### src/ps2r_pkg.sv
// Purpose: shared constants for the keyboard scan code receiver
// Assumes: one system clock at 250 MHz, keyboard lines sampled
// Notes: segment patterns are active low, bit 6 is segment a
package ps2r_pkg;
    // frame and register shape
    localparam int SHIFT_W = 10;
    localparam int CODE_W = 8;
    localparam int SEG_W = 7;
    localparam int FRAME_BITS = 11;
    localparam int CNT_W = 4;
    // values after reset
    localparam logic [SHIFT_W-1:0] SHIFT_RST = 10'h000;
    localparam logic [CNT_W-1:0] CNT_RST = 4'h0;
    // scan codes of digit keys
    localparam logic [CODE_W-1:0] KEY_1 = 8'h16;
    localparam logic [CODE_W-1:0] KEY_2 = 8'h1E;
    localparam logic [CODE_W-1:0] KEY_3 = 8'h26;
    localparam logic [CODE_W-1:0] KEY_4 = 8'h25;
    localparam logic [CODE_W-1:0] KEY_5 = 8'h2E;
    localparam logic [CODE_W-1:0] KEY_6 = 8'h36;
    localparam logic [CODE_W-1:0] KEY_7 = 8'h3D;
    localparam logic [CODE_W-1:0] KEY_8 = 8'h3E;
    localparam logic [CODE_W-1:0] KEY_9 = 8'h46;
    localparam logic [CODE_W-1:0] KEY_0 = 8'h45;
    // active-low digit patterns
    localparam logic [SEG_W-1:0] SEG_1 = 7'h6D;
    localparam logic [SEG_W-1:0] SEG_2 = 7'h22;
    localparam logic [SEG_W-1:0] SEG_3 = 7'h24;
    localparam logic [SEG_W-1:0] SEG_4 = 7'h45;
    localparam logic [SEG_W-1:0] SEG_5 = 7'h14;
    localparam logic [SEG_W-1:0] SEG_6 = 7'h10;
    localparam logic [SEG_W-1:0] SEG_7 = 7'h2D;
    localparam logic [SEG_W-1:0] SEG_8 = 7'h00;
    localparam logic [SEG_W-1:0] SEG_9 = 7'h04;
    localparam logic [SEG_W-1:0] SEG_0 = 7'h08;
    localparam logic [SEG_W-1:0] SEG_E = 7'h12;
    localparam logic [SEG_W-1:0] SEG_RST = 7'h7F;
endpackage

### src/ps2r_dec_if.sv
// Purpose: carries a scan code to the digit decoder and segments back
// Assumes: used only between the receiver and its decoder
// Notes: purely combinational path
`timescale 1ns/10ps
`default_nettype none
interface ps2r_dec_if;
    import ps2r_pkg::*;
    logic [CODE_W-1:0] code; // low byte of the shift register
    logic [SEG_W-1:0] segs; // decoded active-low pattern
    modport user (output code, input segs);
    modport decoder (input code, output segs);
endinterface
`default_nettype wire

### src/ps2r_digit_dec.sv
// Purpose: maps a digit key scan code to a seven-segment pattern
// Assumes: active-low segments, bit 6 is segment a
// Notes: any unknown code shows the letter E
`timescale 1ns/10ps
`default_nettype none
module ps2r_digit_dec
    import ps2r_pkg::*;
(
    // code in, segments out
    ps2r_dec_if.decoder dec
);
    // table lookup, default is E
    always_comb begin
        case (dec.code)
            KEY_1: dec.segs = SEG_1;
            KEY_2: dec.segs = SEG_2;
            KEY_3: dec.segs = SEG_3;
            KEY_4: dec.segs = SEG_4;
            KEY_5: dec.segs = SEG_5;
            KEY_6: dec.segs = SEG_6;
            KEY_7: dec.segs = SEG_7;
            KEY_8: dec.segs = SEG_8;
            KEY_9: dec.segs = SEG_9;
            KEY_0: dec.segs = SEG_0;
            default: dec.segs = SEG_E;
        endcase
    end
endmodule // ps2r_digit_dec
`default_nettype wire

### src/ps2r_receiver.sv
// Purpose: receives keyboard scan code frames and shows them on LEDs
// Assumes: keyboard clock far slower than the system clock
// Notes: no parity or framing checks; display follows raw shift contents
//        the frame length is a parameter, the shift register width is fixed
//        the bit counter only steers when an inhibit request may start
//        keyboard_clock_out is always low; the line is pulled only while
//        keyboard_clock_oe_n is low, in the manner of an open-drain pin
//        our own pull of the clock line is never taken as a keyboard edge
// How it works
// - receiver may hold clock low between frames
// - each falling edge shifts data into top
// - after eleven edges low byte holds code
// - bargraph shows inverted low byte
// - bargraph follows shifting without extra delay
// - digit keys show numeral, otherwise E
// - controller reset and RAM enable held high
// - keyboard clock conditioned before use
// - decode digit make codes to fixed patterns
`timescale 1ns/10ps
`default_nettype none
module ps2r_receiver
    import ps2r_pkg::*;
#(
    parameter int FRAME_LEN = FRAME_BITS // falling edges per frame
) (
    // clock, reset, enable
    input wire logic clock,
    input wire logic rstn,
    input wire logic ce,
    // keyboard lines
    input wire logic keyboard_clock_in,
    input wire logic keyboard_serial_in,
    output logic keyboard_clock_out,
    output logic keyboard_clock_oe_n,
    // local request to inhibit the keyboard
    input wire logic inhibit,
    // displays
    output logic [CODE_W-1:0] bargraph_segments_n,
    output logic [SEG_W-1:0] digit_segments_n,
    // neighbouring chips
    output logic uc_reset,
    output logic ram_oe_n
);
    // the counter must hold a whole frame
    // a frame shorter than two edges has no room for start and stop
    // a frame longer than fifteen edges is refused, to keep within the four-bit counter
    if (FRAME_LEN < 2 || FRAME_LEN > 15) begin : g_bad_len
        $error("FRAME_LEN out of range");
    end

    // counter value of the stop bit, after which the count wraps
    localparam logic [CNT_W-1:0] LAST_BIT = CNT_W'(FRAME_LEN - 1);

    // all state of the receiver
    typedef struct packed {
        logic clk_s1; // first sync stage, clock line
        logic clk_s2; // second sync stage
        logic clk_s3; // previous value for edge detect
        logic dat_s1; // first sync stage, data line
        logic dat_s2; // second sync stage
        logic [SHIFT_W-1:0] shift; // frame shift register
        logic [CNT_W-1:0] bit_cnt; // falling edges seen in frame
        logic [CODE_W-1:0] bar; // bargraph copy
        logic [SEG_W-1:0] digit; // digit segments
        logic hold; // driving the clock line low
        logic [1:0] hold_age; // hold as the line synchroniser still sees it
        logic straps; // neighbour chip controls
    } ps2r_state_s;

    ps2r_state_s cur; // registered state
    ps2r_state_s next_cur; // next state
    logic fall; // keyboard clock falling edge
    logic own_pull; // line may read low because we hold it
    logic [SHIFT_W-1:0] next_shift; // shifted value

    // the decoder is a separate module on a small interface;
    // its segments are registered here, not in the decoder
    ps2r_dec_if dec_bus ();

    // decoder sees the current low byte
    assign dec_bus.code = cur.shift[CODE_W-1:0];

    ps2r_digit_dec u_dec (
        .dec(dec_bus.decoder)
    );

    // while we hold the clock line low the synchroniser sees it fall;
    // that edge is ours, not the keyboard's, and must not shift data.
    // hold_age covers the synchroniser stages after a short hold
    assign own_pull = cur.hold | (|cur.hold_age);

    // falling edge from synchronised samples only
    assign fall = cur.clk_s3 & ~cur.clk_s2 & ~own_pull;
    assign next_shift = {cur.dat_s2, cur.shift[SHIFT_W-1:1]};

    // timing of one keyboard bit, in system clocks:
    //   the pin falls, and two edges later the second stage holds it
    //   the edge detector then sees the fall against the third stage
    //   the next edge moves the shift register and the bargraph copy
    //   one edge after that the digit display follows the decoder
    // the keyboard clock low and high phases must each last at least
    // one system clock, or an edge slips through unseen
    // data takes the same two stages as the clock, so both stay aligned

    // next state
    always_comb begin
        next_cur = cur;
        // two-stage synchronisers
        next_cur.clk_s1 = keyboard_clock_in;
        next_cur.clk_s2 = cur.clk_s1;
        next_cur.clk_s3 = cur.clk_s2;
        next_cur.dat_s1 = keyboard_serial_in;
        next_cur.dat_s2 = cur.dat_s1;
        // shift on every falling edge, no checks
        if (fall) begin
            next_cur.shift = next_shift;
            next_cur.bar = ~next_shift[CODE_W-1:0];
            // frame position, wraps after stop bit
            if (cur.bit_cnt == LAST_BIT) begin
                next_cur.bit_cnt = CNT_RST;
            end else begin
                next_cur.bit_cnt = cur.bit_cnt + 4'h1;
            end
        end
        // digit display follows the decoder
        next_cur.digit = dec_bus.segs;
        // inhibit only between frames with the line high
        // dropping inhibit releases the line at the next edge;
        // raising it waits for the end of a frame, so no frame is cut
        if (!inhibit) begin
            next_cur.hold = 1'b0;
        end else if (cur.bit_cnt == CNT_RST && cur.clk_s2 && !fall) begin
            next_cur.hold = 1'b1;
        end
        // neighbour chips stay out of the way
        next_cur.straps = 1'b1;
        // age of our own pull, as the synchroniser still sees it
        next_cur.hold_age = {cur.hold_age[0], cur.hold};
    end

    // state register, frozen while ce is low
    // the synchroniser stages reset high, the idle level of both lines,
    // so no false falling edge follows the release of reset
    always_ff @(posedge clock or negedge rstn) begin
        if (!rstn) begin
            cur <= '{clk_s1: 1'b1, clk_s2: 1'b1, clk_s3: 1'b1,
                     dat_s1: 1'b1, dat_s2: 1'b1, shift: SHIFT_RST,
                     bit_cnt: CNT_RST, bar: 8'hFF, digit: SEG_RST,
                     hold: 1'b0, hold_age: 2'h0, straps: 1'b1};
        end else if (ce) begin
            cur <= next_cur;
        end
    end

    // outputs straight from the state
    // the bargraph copy is loaded in the same edge as the shift register,
    // so it follows every bit as it arrives with no extra lag
    assign bargraph_segments_n = cur.bar;
    assign digit_segments_n = cur.digit;
    assign keyboard_clock_out = 1'b0 & cur.hold;
    assign keyboard_clock_oe_n = ~cur.hold;
    assign uc_reset = cur.straps;
    assign ram_oe_n = cur.straps;

    // checks
    // most of these watch the registered state one edge after the cause;
    // all are off while rstn is low, and most need ce high in the
    // antecedent because a frozen register would otherwise look stale
    a_shift_on_fall: assert property (@(posedge clock) disable iff (!rstn)
        (ce && fall) |=> (cur.shift == {$past(cur.dat_s2), $past(cur.shift[SHIFT_W-1:1])}))
        else $error("shift register did not take data on falling edge");
    a_bar_inverts: assert property (@(posedge clock) disable iff (!rstn)
        bargraph_segments_n == ~cur.shift[CODE_W-1:0])
        else $error("bargraph is not the inverted low byte");
    a_bar_moves: assert property (@(posedge clock) disable iff (!rstn)
        (ce && fall && next_shift[CODE_W-1:0] != cur.shift[CODE_W-1:0])
        |=> $changed(bargraph_segments_n))
        else $error("bargraph did not follow the shift");
    a_frame_wrap: assert property (@(posedge clock) disable iff (!rstn)
        (ce && fall && cur.bit_cnt == LAST_BIT) |=> (cur.bit_cnt == CNT_RST))
        else $error("frame counter did not wrap after stop bit");
    a_digit_follows: assert property (@(posedge clock) disable iff (!rstn)
        ce |=> (digit_segments_n == $past(dec_bus.segs)))
        else $error("digit display lags decoder");
    a_key_one: assert property (@(posedge clock) disable iff (!rstn)
        (ce && cur.shift[CODE_W-1:0] == 8'h16) |=> (digit_segments_n == 7'h6D))
        else $error("key 1 not shown");
    a_straps_high: assert property (@(posedge clock) disable iff (!rstn)
        uc_reset && ram_oe_n)
        else $error("neighbour controls not high");
    a_hold_idle: assert property (@(posedge clock) disable iff (!rstn)
        (ce && !cur.hold && $rose(next_cur.hold)) |-> (cur.bit_cnt == CNT_RST))
        else $error("clock held low inside a frame");
    a_still_idle: assert property (@(posedge clock) disable iff (!rstn)
        (ce && !fall) |=> $stable(cur.shift))
        else $error("shift register moved without an edge");
    a_pull_no_shift: assert property (@(posedge clock) disable iff (!rstn)
        (ce && cur.hold) |=> $stable(cur.shift))
        else $error("own clock pull was taken as a keyboard edge");
    a_release_hold: assert property (@(posedge clock) disable iff (!rstn)
        (ce && !inhibit) |=> keyboard_clock_oe_n)
        else $error("clock line held without an inhibit request");
    a_hold_mid_frame: assert property (@(posedge clock) disable iff (!rstn)
        (ce && !cur.hold && cur.bit_cnt != CNT_RST) |=> !cur.hold)
        else $error("clock line pulled inside a frame");
    a_other_shows_e: assert property (@(posedge clock) disable iff (!rstn)
        (ce && cur.shift[CODE_W-1:0] == 8'h00) |=> (digit_segments_n == SEG_E))
        else $error("non-digit code did not show the letter");
endmodule // ps2r_receiver
`default_nettype wire

### config.mk
export PLATFORM = sky130hd
export DESIGN_NAME = ps2r_receiver
export DESIGN_NICKNAME = d
export VERILOG_FILES = /design/src/ps2r_pkg.sv /design/src/ps2r_dec_if.sv /design/src/ps2r_digit_dec.sv /design/src/ps2r_receiver.sv
export SDC_FILE = /design/constraint.sdc
export NUM_CORES = 1
export LEC_CHECK = 0
export BUFFER_PORTS_ARGS = -buffer_cell sky130_fd_sc_hd__buf_2
export CORE_MARGIN = 5
export CORE_UTILIZATION = 40
export CTS_CLUSTER_DIAMETER = 30
export CTS_CLUSTER_SIZE = 40
export DETAILED_ROUTE_END_ITERATION = 8
export GPL_ROUTABILITY_DRIVEN = 0
export PLACE_DENSITY = 0.67
export SYNTH_ARGS = -nofsm -noshare
export SYNTH_HDL_FRONTEND = slang
export SYNTH_SLANG_ARGS = --single-unit
### constraint.sdc
create_clock -name clock -period 1.9 [get_ports clock]
set_input_delay 0.38 -clock clock [delete_from_list [all_inputs] [get_ports clock]]
set_output_delay 0.38 -clock clock [all_outputs]
set_load 0.005 [all_outputs]
==> results of run 1 <==
## stage by stage
step,cell area (sq um),utilization [%],cells,hold slack (ps),setup slack (ps)
2_1_floorplan,1993,-,197,84.41,573.9
3_3_place_gp,1991,41.59,260,360.8,332.8
3_5_place_dp,1991,41.59,260,372.7,328.7
4_1_cts,2092,43.71,268,52.08,319.0
5_1_grt,2092,43.71,268,63.06,222.6
6_report,2092,43.71,268,44.22,324.0
## power by group
part / internal (W) / switching (W) / leakage (nW)
logic: 0.000374 / 0.000381 / 0.447
registers: 0.00112 / 0.000339 / 0.430
clock network: 0.000328 / 0.000271 / 0.0542
## final timing paths
path                                               end
worst max-delay path               digit_segments_n[1]
worst min-delay path                           cur[22]
worst max register to register     digit_segments_n[1]
worst min register to register  bargraph_segments_n[7]
max in group asynchronous          digit_segments_n[2]
min in group clock                             cur[34]
## sequential cells by signal, summed over array words and instances (netlist names)
signal,count
digit_segments_n,7
cur,22
bargraph_segments_n,8
## final cells by class
type / count / area (sq um) / area share (%)
Clock buffer: 7 / 96.34 / 4.605
Clock inverter: 1 / 5.005 / 0.2392
Inverter: 4 / 15.01 / 0.7177
Multi-Input combinational cell: 126 / 798.3 / 38.16
Sequential cell: 37 / 950.9 / 45.45
Tap cell: 67 / 83.83 / 4.007
Timing Repair Buffer: 26 / 142.6 / 6.818
## per-layer routing
layer,vias to the layer above,routed length (microns)
met4,0,53
met3,6,139
met5,-,0
met1,614,1609
li1,652,-
met2,19,1555
## cell usage in the layout, fill, tap and decap left out, drive strengths merged, types with 2 or more instances in the layout
master and count:
o2bb2ai 2, nor2b 6, conb 3, and3b 2, dfrtp 17, nor2 5, xor2 3, nand4 3
a41oi 2, clkbuf 7, nor3b 3, nand2 39, a22oi 2, o21ai 17, o21a 2, mux2 9
dfstp 20, inv 4, nand3 6, buf 26, and4bb 2, a31oi 2, a21oi 3
## cells by family after synthesis
| group | after synthesis | synth area share, % |
|---|---|---|
| adder cells (fa/ha/maj) | 1 | 0.5660 |
| multiplexers | 10 | 5.598 |
| AND/OR/NAND/NOR | 72 | 20.13 |
| other | 2 | 0.3775 |
| AO/OA/AOI/OAI | 36 | 11.51 |
| XOR/XNOR | 4 | 1.761 |
| buffers and inverters | 34 | 12.26 |
| flip-flops | 37 | 47.80 |
==> results.sh, run 1 <==
export IMPL_status="complete, no violations"
export IMPL_ff2ff_path_depth=4
export IMPL_wirelength_mm=3.358
export IMPL_grt_use_met3_pct=3.475
export IMPL_path_cells="nor3b_4 -> a22oi_1 -> o311ai_1 -> o21ai_0"
export IMPL_ys_async_sr_fraction_pct=100.0
export IMPL_die_area_sq_um=6484
export IMPL_overflow=0
export IMPL_worst_setup_path_type="reg2reg"
export IMPL_start_util_pct=41.57
export IMPL_drc=0
export IMPL_crit_family="compound AO/OA/AOI/OAI gates"
export IMPL_critPathMaxStageDelay_ps=530
export IMPL_post_cts_buffers=0
export IMPL_cp_start_kind="flip-flop"
export IMPL_rows=25
export IMPL_syn_instance_count=196
export IMPL_n_antenna_cell=0
export IMPL_drtAntennaViolNets=0
export IMPL_crit_start="cur[28]"
export IMPL_fin_setup_tns_ps=0
export IMPL_total_power_w=0.002808
export IMPL_powerDensity_nw_per_um2=1342
export IMPL_cts_tree="yes"
export IMPL_slowest_stage="dfrtp_1"
export IMPL_grt_pass1_vias=1271
export IMPL_required_ps=2100
export IMPL_synth_top_cell_area_share_pct=26.42
export IMPL_fin_crit_sh_pct=82.95
export IMPL_grt_pass1_wl_mm=5.934
export IMPL_grt_busiest_layer="met2"
export IMPL_core_area_sq_um=4786
export IMPL_clock_fmax_mhz=634.5
export IMPL_crit_path_end_kind="flip-flop"
export IMPL_drtIter0Drc=95
export IMPL_period_needed_ps=1576
export IMPL_num_vias=1291
export IMPL_wl_per_cell_microns=12.53
export IMPL_arrival_ps=1780
export IMPL_ctsResizeCount=0
export IMPL_synth_edff_count=0
export IMPL_yosysMostFrequentCell="nand2_1"
export IMPL_max_cap_viol_count=0
export IMPL_rrSetupSlack_ps=320
export IMPL_synthFlopType="dfstp_2"
export IMPL_setup_violations=0
export IMPL_skew_ps=5.460
export IMPL_ys_seq_elements=37
export IMPL_drive_gt1_share_pct=37.31
export IMPL_worstSkewPairLatency_ps=290
export IMPL_synth_commonest_cells="nand2_1, buf_4, dfstp_2, dfrtp_1, o21ai_0"
export IMPL_clock_sink_count=37
export IMPL_hold_viol=0
export IMPL_grt_max_degree=29
export IMPL_clock_path_buffers=2
export IMPL_ys_seq_area_share_pct=47.80
export IMPL_nets=206
export IMPL_clk_pin_slew_ps=70
export IMPL_use_met1_pct=14.88
export IMPL_cts_root_buffer="clkbuf_8"
export IMPL_critPathMaxFanout=12
export IMPL_ctsHtreeMaxLevel=2
export IMPL_yosys_warnings=0
export IMPL_area_growth_syn_to_layout_pct=5.157
export IMPL_cp_num_buf_inv=0
export IMPL_ir_worst_vdd_mv=0.4942
export IMPL_r2r_start="cur[28]"
export IMPL_ys_top_cells_by_area="dfstp_2, dfrtp_1, buf_4"
export IMPL_use_met2_pct=19.04
export IMPL_synth_top_area_cell="dfstp_2"
export IMPL_n_fill_cell=476
export IMPL_final_max_slew_viol_count=0
export IMPL_firstDrtPassIters=4
export IMPL_num_io_pins=25
export IMPL_grt_util_all_layers_pct=11.83
export IMPL_holdCritPathClass="in2async"
export IMPL_avgSynthCellArea_sq_um=10.15
export IMPL_total_leakage_power_nw=0.9313
export IMPL_crit_cells=4
export IMPL_ys_types=46
export IMPL_vias_per_cell=4.817
export IMPL_dp_hpwl_mm=2.350
export IMPL_die_h_microns=80.53
export IMPL_hold_buffers=0
export IMPL_die_x_microns=80.53
export IMPL_antenna_found_initial=0
export IMPL_syn_area_sq_um=1989
export IMPL_cts_buffers=5
export IMPL_io_buffers=21
export IMPL_rsz0062_at_grt="false"
Note: power is estimated with default switching activity, not from simulation.
==> inputs of run 2 (changes only) <==
PLACE_DENSITY = 0.69   (was 0.67)
clock period = 1.42 ns   (was 1.9 ns; I/O delays follow)
==> results.sh, run 2 (same netlist as run 1, synthesis figures left out) <==
export IMPL_status="complete, no violations"
export IMPL_cts_buffers=5
export IMPL_die_x_microns=80.53
export IMPL_dp_hpwl_mm=2.547
export IMPL_total_leakage_power_nw=0.9997
export IMPL_required_ps=1630
export IMPL_r2r_end="cur[19]"
export IMPL_grt_pass1_wl_mm=6.023
export IMPL_area_growth_syn_to_layout_pct=12.89
export IMPL_preCtsSetupSlack_ps=-1.519
export IMPL_grt_pass1_vias=1329
export IMPL_die_h_microns=80.53
export IMPL_powerDensity_nw_per_um2=1767
export IMPL_clkPwrFrac_pct=17.6
export IMPL_io_buffers=21
export IMPL_clock_path_buffers=2
export IMPL_num_vias=1372
export IMPL_ctsHtreeMaxLevel=2
export IMPL_crit_path_end_kind="flip-flop"
export IMPL_core_area_sq_um=4786
export IMPL_num_io_pins=25
export IMPL_swShare_pct=35.25
export IMPL_clk_pin_slew_ps=70
export IMPL_final_common_cell="nand2_1"
export IMPL_worst_setup_path_type="reg2reg"
export IMPL_skew_ps=7.212
export IMPL_crit_end="cur[19]"
export IMPL_fin_util_pct=46.93
export IMPL_n_antenna_cell=0
export IMPL_worstSkewPairLatency_ps=290
export IMPL_overflow=0
export IMPL_final_setup_worst_slack_ps=55.24
export IMPL_final_cell_mix="nand2_1, buf_2, dfstp_2, buf_4, dfrtp_1"
export IMPL_nets=220
export IMPL_antenna_found_initial=0
export IMPL_rrSetupSlack_ps=60
export IMPL_hold_viol=0
export IMPL_p_int_w=0.002570
export IMPL_dpl_cell_area_sq_um=2111
export IMPL_regMostFlops="cur"
export IMPL_grt_util_all_layers_pct=11.94
export IMPL_drtIter0Drc=92
export IMPL_start_util_pct=41.57
export IMPL_p_comb_share_pct=34.5
export IMPL_die_area_sq_um=6484
export IMPL_r2r_start="cur[35]"
export IMPL_p_switching_w=0.001399
export IMPL_setup_violations=0
export IMPL_stdcell_area_sq_um=2246
export IMPL_clock_fmax_mhz=732.7
export IMPL_rows=25
export IMPL_critPathMaxFanout=12
export IMPL_arrival_ps=1570
export IMPL_firstDrtPassIters=4
export IMPL_cp_start_kind="flip-flop"
export IMPL_ir_worst_vdd_mv=0.5920
export IMPL_rsz0062_at_grt="true"
export IMPL_max_cap_viol_count=0
export IMPL_drive_gt1_share_pct=44.19
export IMPL_fin_setup_tns_ps=0
export IMPL_clock_sink_count=37
export IMPL_drtAntennaViolNets=0
export IMPL_wirelength_mm=3.538
export IMPL_vias_per_cell=4.865
export IMPL_largest_reg_flops=22
export IMPL_holdCritPathClass="in2reg"
export IMPL_period_needed_ps=1365
export IMPL_crit_start="cur[35]"
export IMPL_grt_max_degree=27
export IMPL_fin_crit_sh_pct=96.11
export IMPL_drc=0
export IMPL_pwr_share_seq_pct=47.9
export IMPL_final_max_slew_viol_count=0
export IMPL_cts_root_buffer="clkbuf_8"
export IMPL_ff2ff_path_depth=5
export IMPL_wl_per_cell_microns=12.55
export IMPL_cts_tree="yes"
run 2: cell types whose count changed in the layout (fill, tap and decap cells not counted), sizes merged:
| cell | before | now |
|---|---|---|
| clkbuf | 7 | 8 |
| clkinv | 1 | 0 |
| buf | 26 | 39 |
| dlygate4sd3 | 0 | 1 |
run 2: through the flow:
stage          instances  total power (W)  hold WS [ps]
6_report             282         0.003968         224.0
5_1_grt              282         0.004280         228.3
4_1_cts              280         0.003943         210.2
3_5_place_dp         271         0.003220         215.8
3_3_place_gp         271         0.003165         215.4
2_1_floorplan        197         0.002895        -11.59
run 2: how the worst min path moves through the flow:
stage / from / to / cells past startpoint
2_1_floorplan: rstn / cur[19] / 0
3_3_place_gp: rstn / cur[3] / 1
3_5_place_dp: rstn / cur[3] / 1
4_1_cts: inhibit / cur[3] / 3
5_1_grt: keyboard_clock_in / cur[37] / 2
6_report: inhibit / cur[3] / 3
run 2: critical path, stage by stage, from the launching register on:
cell and delay (ps):
dfstp_2 530, nor4b_4 210, and3b_2 290, buf_12 140, nand2_1 50, o21ai_0 60
run 2: per-layer routing:
metal	routed length [microns]	GRT usage (%)
met1	1557	13.60
met2	1731	20.78
met3	190	3.587
met5	0	0
met4	59	4.730
run 2: area by class of cell:
class | count | area (sq um)
clock buffers | 8 | 80.08
fillers | 476 | 2540
flip-flops and latches | 37 | 957.2
multi-input cells | 126 | 818.3
well taps | 67 | 83.83
inverters | 4 | 15.01
repair buffers | 40 | 291.5
run 2: power by group through the flow:
| stage | combinational, W | clock [W] | sequential [W] |
|---|---|---|---|
| floorplan | 0.00114 | 0 | 0.00176 |
| global placement | 0.00129 | 0 | 0.00188 |
| detailed placement | 0.00132 | 0 | 0.00190 |
| CTS | 0.00133 | 0.000734 | 0.00188 |
| global route | 0.00155 | 0.000774 | 0.00196 |
| finish | 0.00137 | 0.000700 | 0.00190 |
run 2: timing repair:
item | CTS | global route
buffers inserted | 0 | 2
endpoints found under the setup margin | 4 | 11
cloned | 0 | 0
resized for setup | 1 | 13
hold buffers | 1 | 0
pin swaps | 0 | 3
hold endpoints to repair | 4 | 0
==> inputs of run 3 (changes only) <==
CTS_BUF_LIST = sky130_fd_sc_hd__clkbuf_4 sky130_fd_sc_hd__clkbuf_8 sky130_fd_sc_hd__clkbuf_16   (was default)
==> results.sh, run 3 (same netlist as run 1, synthesis figures left out) <==
export IMPL_status="complete, no violations"
export IMPL_final_common_cell="nand2_1"
export IMPL_grt_pass1_wl_mm=6.078
export IMPL_preCtsSetupSlack_ps=-1.519
export IMPL_area_growth_syn_to_layout_pct=12.58
export IMPL_arrival_ps=1540
export IMPL_die_x_microns=80.53
export IMPL_use_met2_pct=21.27
export IMPL_die_area_sq_um=6484
export IMPL_post_cts_buffers=0
export IMPL_critPathMaxStageDelay_ps=530
export IMPL_skew_ps=9.722
export IMPL_ir_worst_vdd_mv=0.5946
export IMPL_cts_tree="yes"
export IMPL_cp_num_buf_inv=0
export IMPL_cts_root_buffer="clkbuf_8"
export IMPL_crit_path_end_kind="flip-flop"
export IMPL_io_buffers=21
export IMPL_dp_hpwl_mm=2.547
export IMPL_max_cap_viol_count=0
export IMPL_grt_pass1_vias=1329
export IMPL_drc=0
export IMPL_period_needed_ps=1372
export IMPL_ctsHtreeMaxLevel=2
export IMPL_wl_per_cell_microns=12.76
export IMPL_antenna_found_initial=0
export IMPL_grt_use_met3_pct=2.915
export IMPL_slowest_stage="dfstp_2"
export IMPL_holdCritPathClass="in2reg"
export IMPL_hold_viol=0
export IMPL_num_io_pins=25
export IMPL_drtIter0Drc=77
export IMPL_final_setup_worst_slack_ps=47.60
export IMPL_n_antenna_cell=0
export IMPL_total_leakage_power_nw=0.9924
export IMPL_final_max_slew_viol_count=0
export IMPL_cts_buffers=5
export IMPL_die_h_microns=80.53
export IMPL_n_fill_cell=478
export IMPL_num_vias=1356
export IMPL_rsz0062_at_grt="true"
export IMPL_drive_gt1_share_pct=45.07
export IMPL_grt_max_degree=27
export IMPL_core_area_sq_um=4786
export IMPL_powerDensity_nw_per_um2=1791
export IMPL_critPathMaxFanout=4
export IMPL_grt_util_all_layers_pct=11.97
export IMPL_place_inst=271
export IMPL_worstSkewPairLatency_ps=290
export IMPL_clock_fmax_mhz=728.7
export IMPL_crit_family="simple AND/OR/NAND/NOR gates"
export IMPL_fin_crit_sh_pct=96.65
export IMPL_clock_sink_count=37
export IMPL_setup_violations=0
export IMPL_worst_setup_path_type="reg2reg"
export IMPL_path_cells="nor4b_4 -> and3b_2 -> nand3_2 -> xnor2_1"
export IMPL_start_util_pct=41.57
export IMPL_drtAntennaViolNets=0
export IMPL_use_met1_pct=13.60
export IMPL_final_cell_mix="nand2_1, buf_2, dfstp_2, buf_4, dfrtp_1"
export IMPL_overflow=0
export IMPL_required_ps=1580
export IMPL_firstDrtPassIters=4
export IMPL_clk_pin_slew_ps=70
export IMPL_fin_cells=280
export IMPL_nets=218
export IMPL_wirelength_mm=3.572
export IMPL_largest_reg_flops=22
export IMPL_clock_path_buffers=2
export IMPL_vias_per_cell=4.843
export IMPL_rows=25
export IMPL_cp_start_kind="flip-flop"
export IMPL_grt_busiest_layer="met2"
export IMPL_regMostFlops="cur"
==> run 3: cell types whose count changed in the layout (fill, tap and decap cells not counted), sizes merged <==
cell,previous run,this run
buf,39,37
==> run 3: worst reg2reg max path, cell delays in order, from the launching register on <==
cell	delay (ps)
dfstp_2	530
nor4b_4	220
and3b_2	290
nand3_2	90
xnor2_1	130
==> run 3: final timing paths <==
kind | endpoint | cells past startpoint | slack, ps | from
max | cur[21] | 4 | 50 | cur[35]
min | cur[3] | 3 | 230 | inhibit
max reg2reg | cur[21] | 4 | 50 | cur[35]
min reg2reg | bargraph_segments_n[2] | 2 | 460 | bargraph_segments_n[2]
max in group asynchronous | bargraph_segments_n[5] | 3 | 470 | rstn
min in group asynchronous | cur[20] | 2 | 430 | rstn
==> run 3: per-layer routing <==
| metal | part of all wire, % | vias up |
|---|---|---|
| li1 | - | 680 |
| met1 | 45 | 652 |
| met2 | 50 | 19 |
| met3 | 4.1 | 5 |
| met4 | 1.6 | 0 |
| met5 | 0 | - |
==> run 3: what timing repair did <==
action	CTS	global route
gates resized for setup	1	13
endpoints found under the setup margin	5	9
hold endpoints to repair	4	0
hold buffers	1	0
==> run 3: area by class of cell <==
| class | instances | area (sq um) | area share, % |
|---|---|---|---|
| flip-flops and latches | 37 | 957.2 | 42.74 |
| multi-input cells | 126 | 819.5 | 36.59 |
| repair buffers | 38 | 272.8 | 12.18 |
| clock buffers | 8 | 91.34 | 4.078 |
| well taps | 67 | 83.83 | 3.743 |
| inverters | 4 | 15.01 | 0.6704 |
==> run 3: report_power, final <==
| group | internal (W) | leakage (nW) | switching, W |
|---|---|---|---|
| clock network | 0.000406 | 0.0498 | 0.000355 |
| logic | 0.000689 | 0.520 | 0.000653 |
| registers | 0.00151 | 0.423 | 0.000401 |
==> run 3: per-stage QoR <==
stage               cell area, sq um  total power [W]  util (%)  hold slack [ps]  setup TNS, ps
floorplan                       1993         0.002895         -           -11.59              0
global placement                2111         0.003165     44.10            215.4              0
detailed placement              2111         0.003220     44.10            215.8         -1.519
CTS                             2213         0.004004     46.25            213.3              0
global route                    2240         0.004297     46.80            233.3         -5.737
finish                          2240         0.004010     46.80            226.8              0
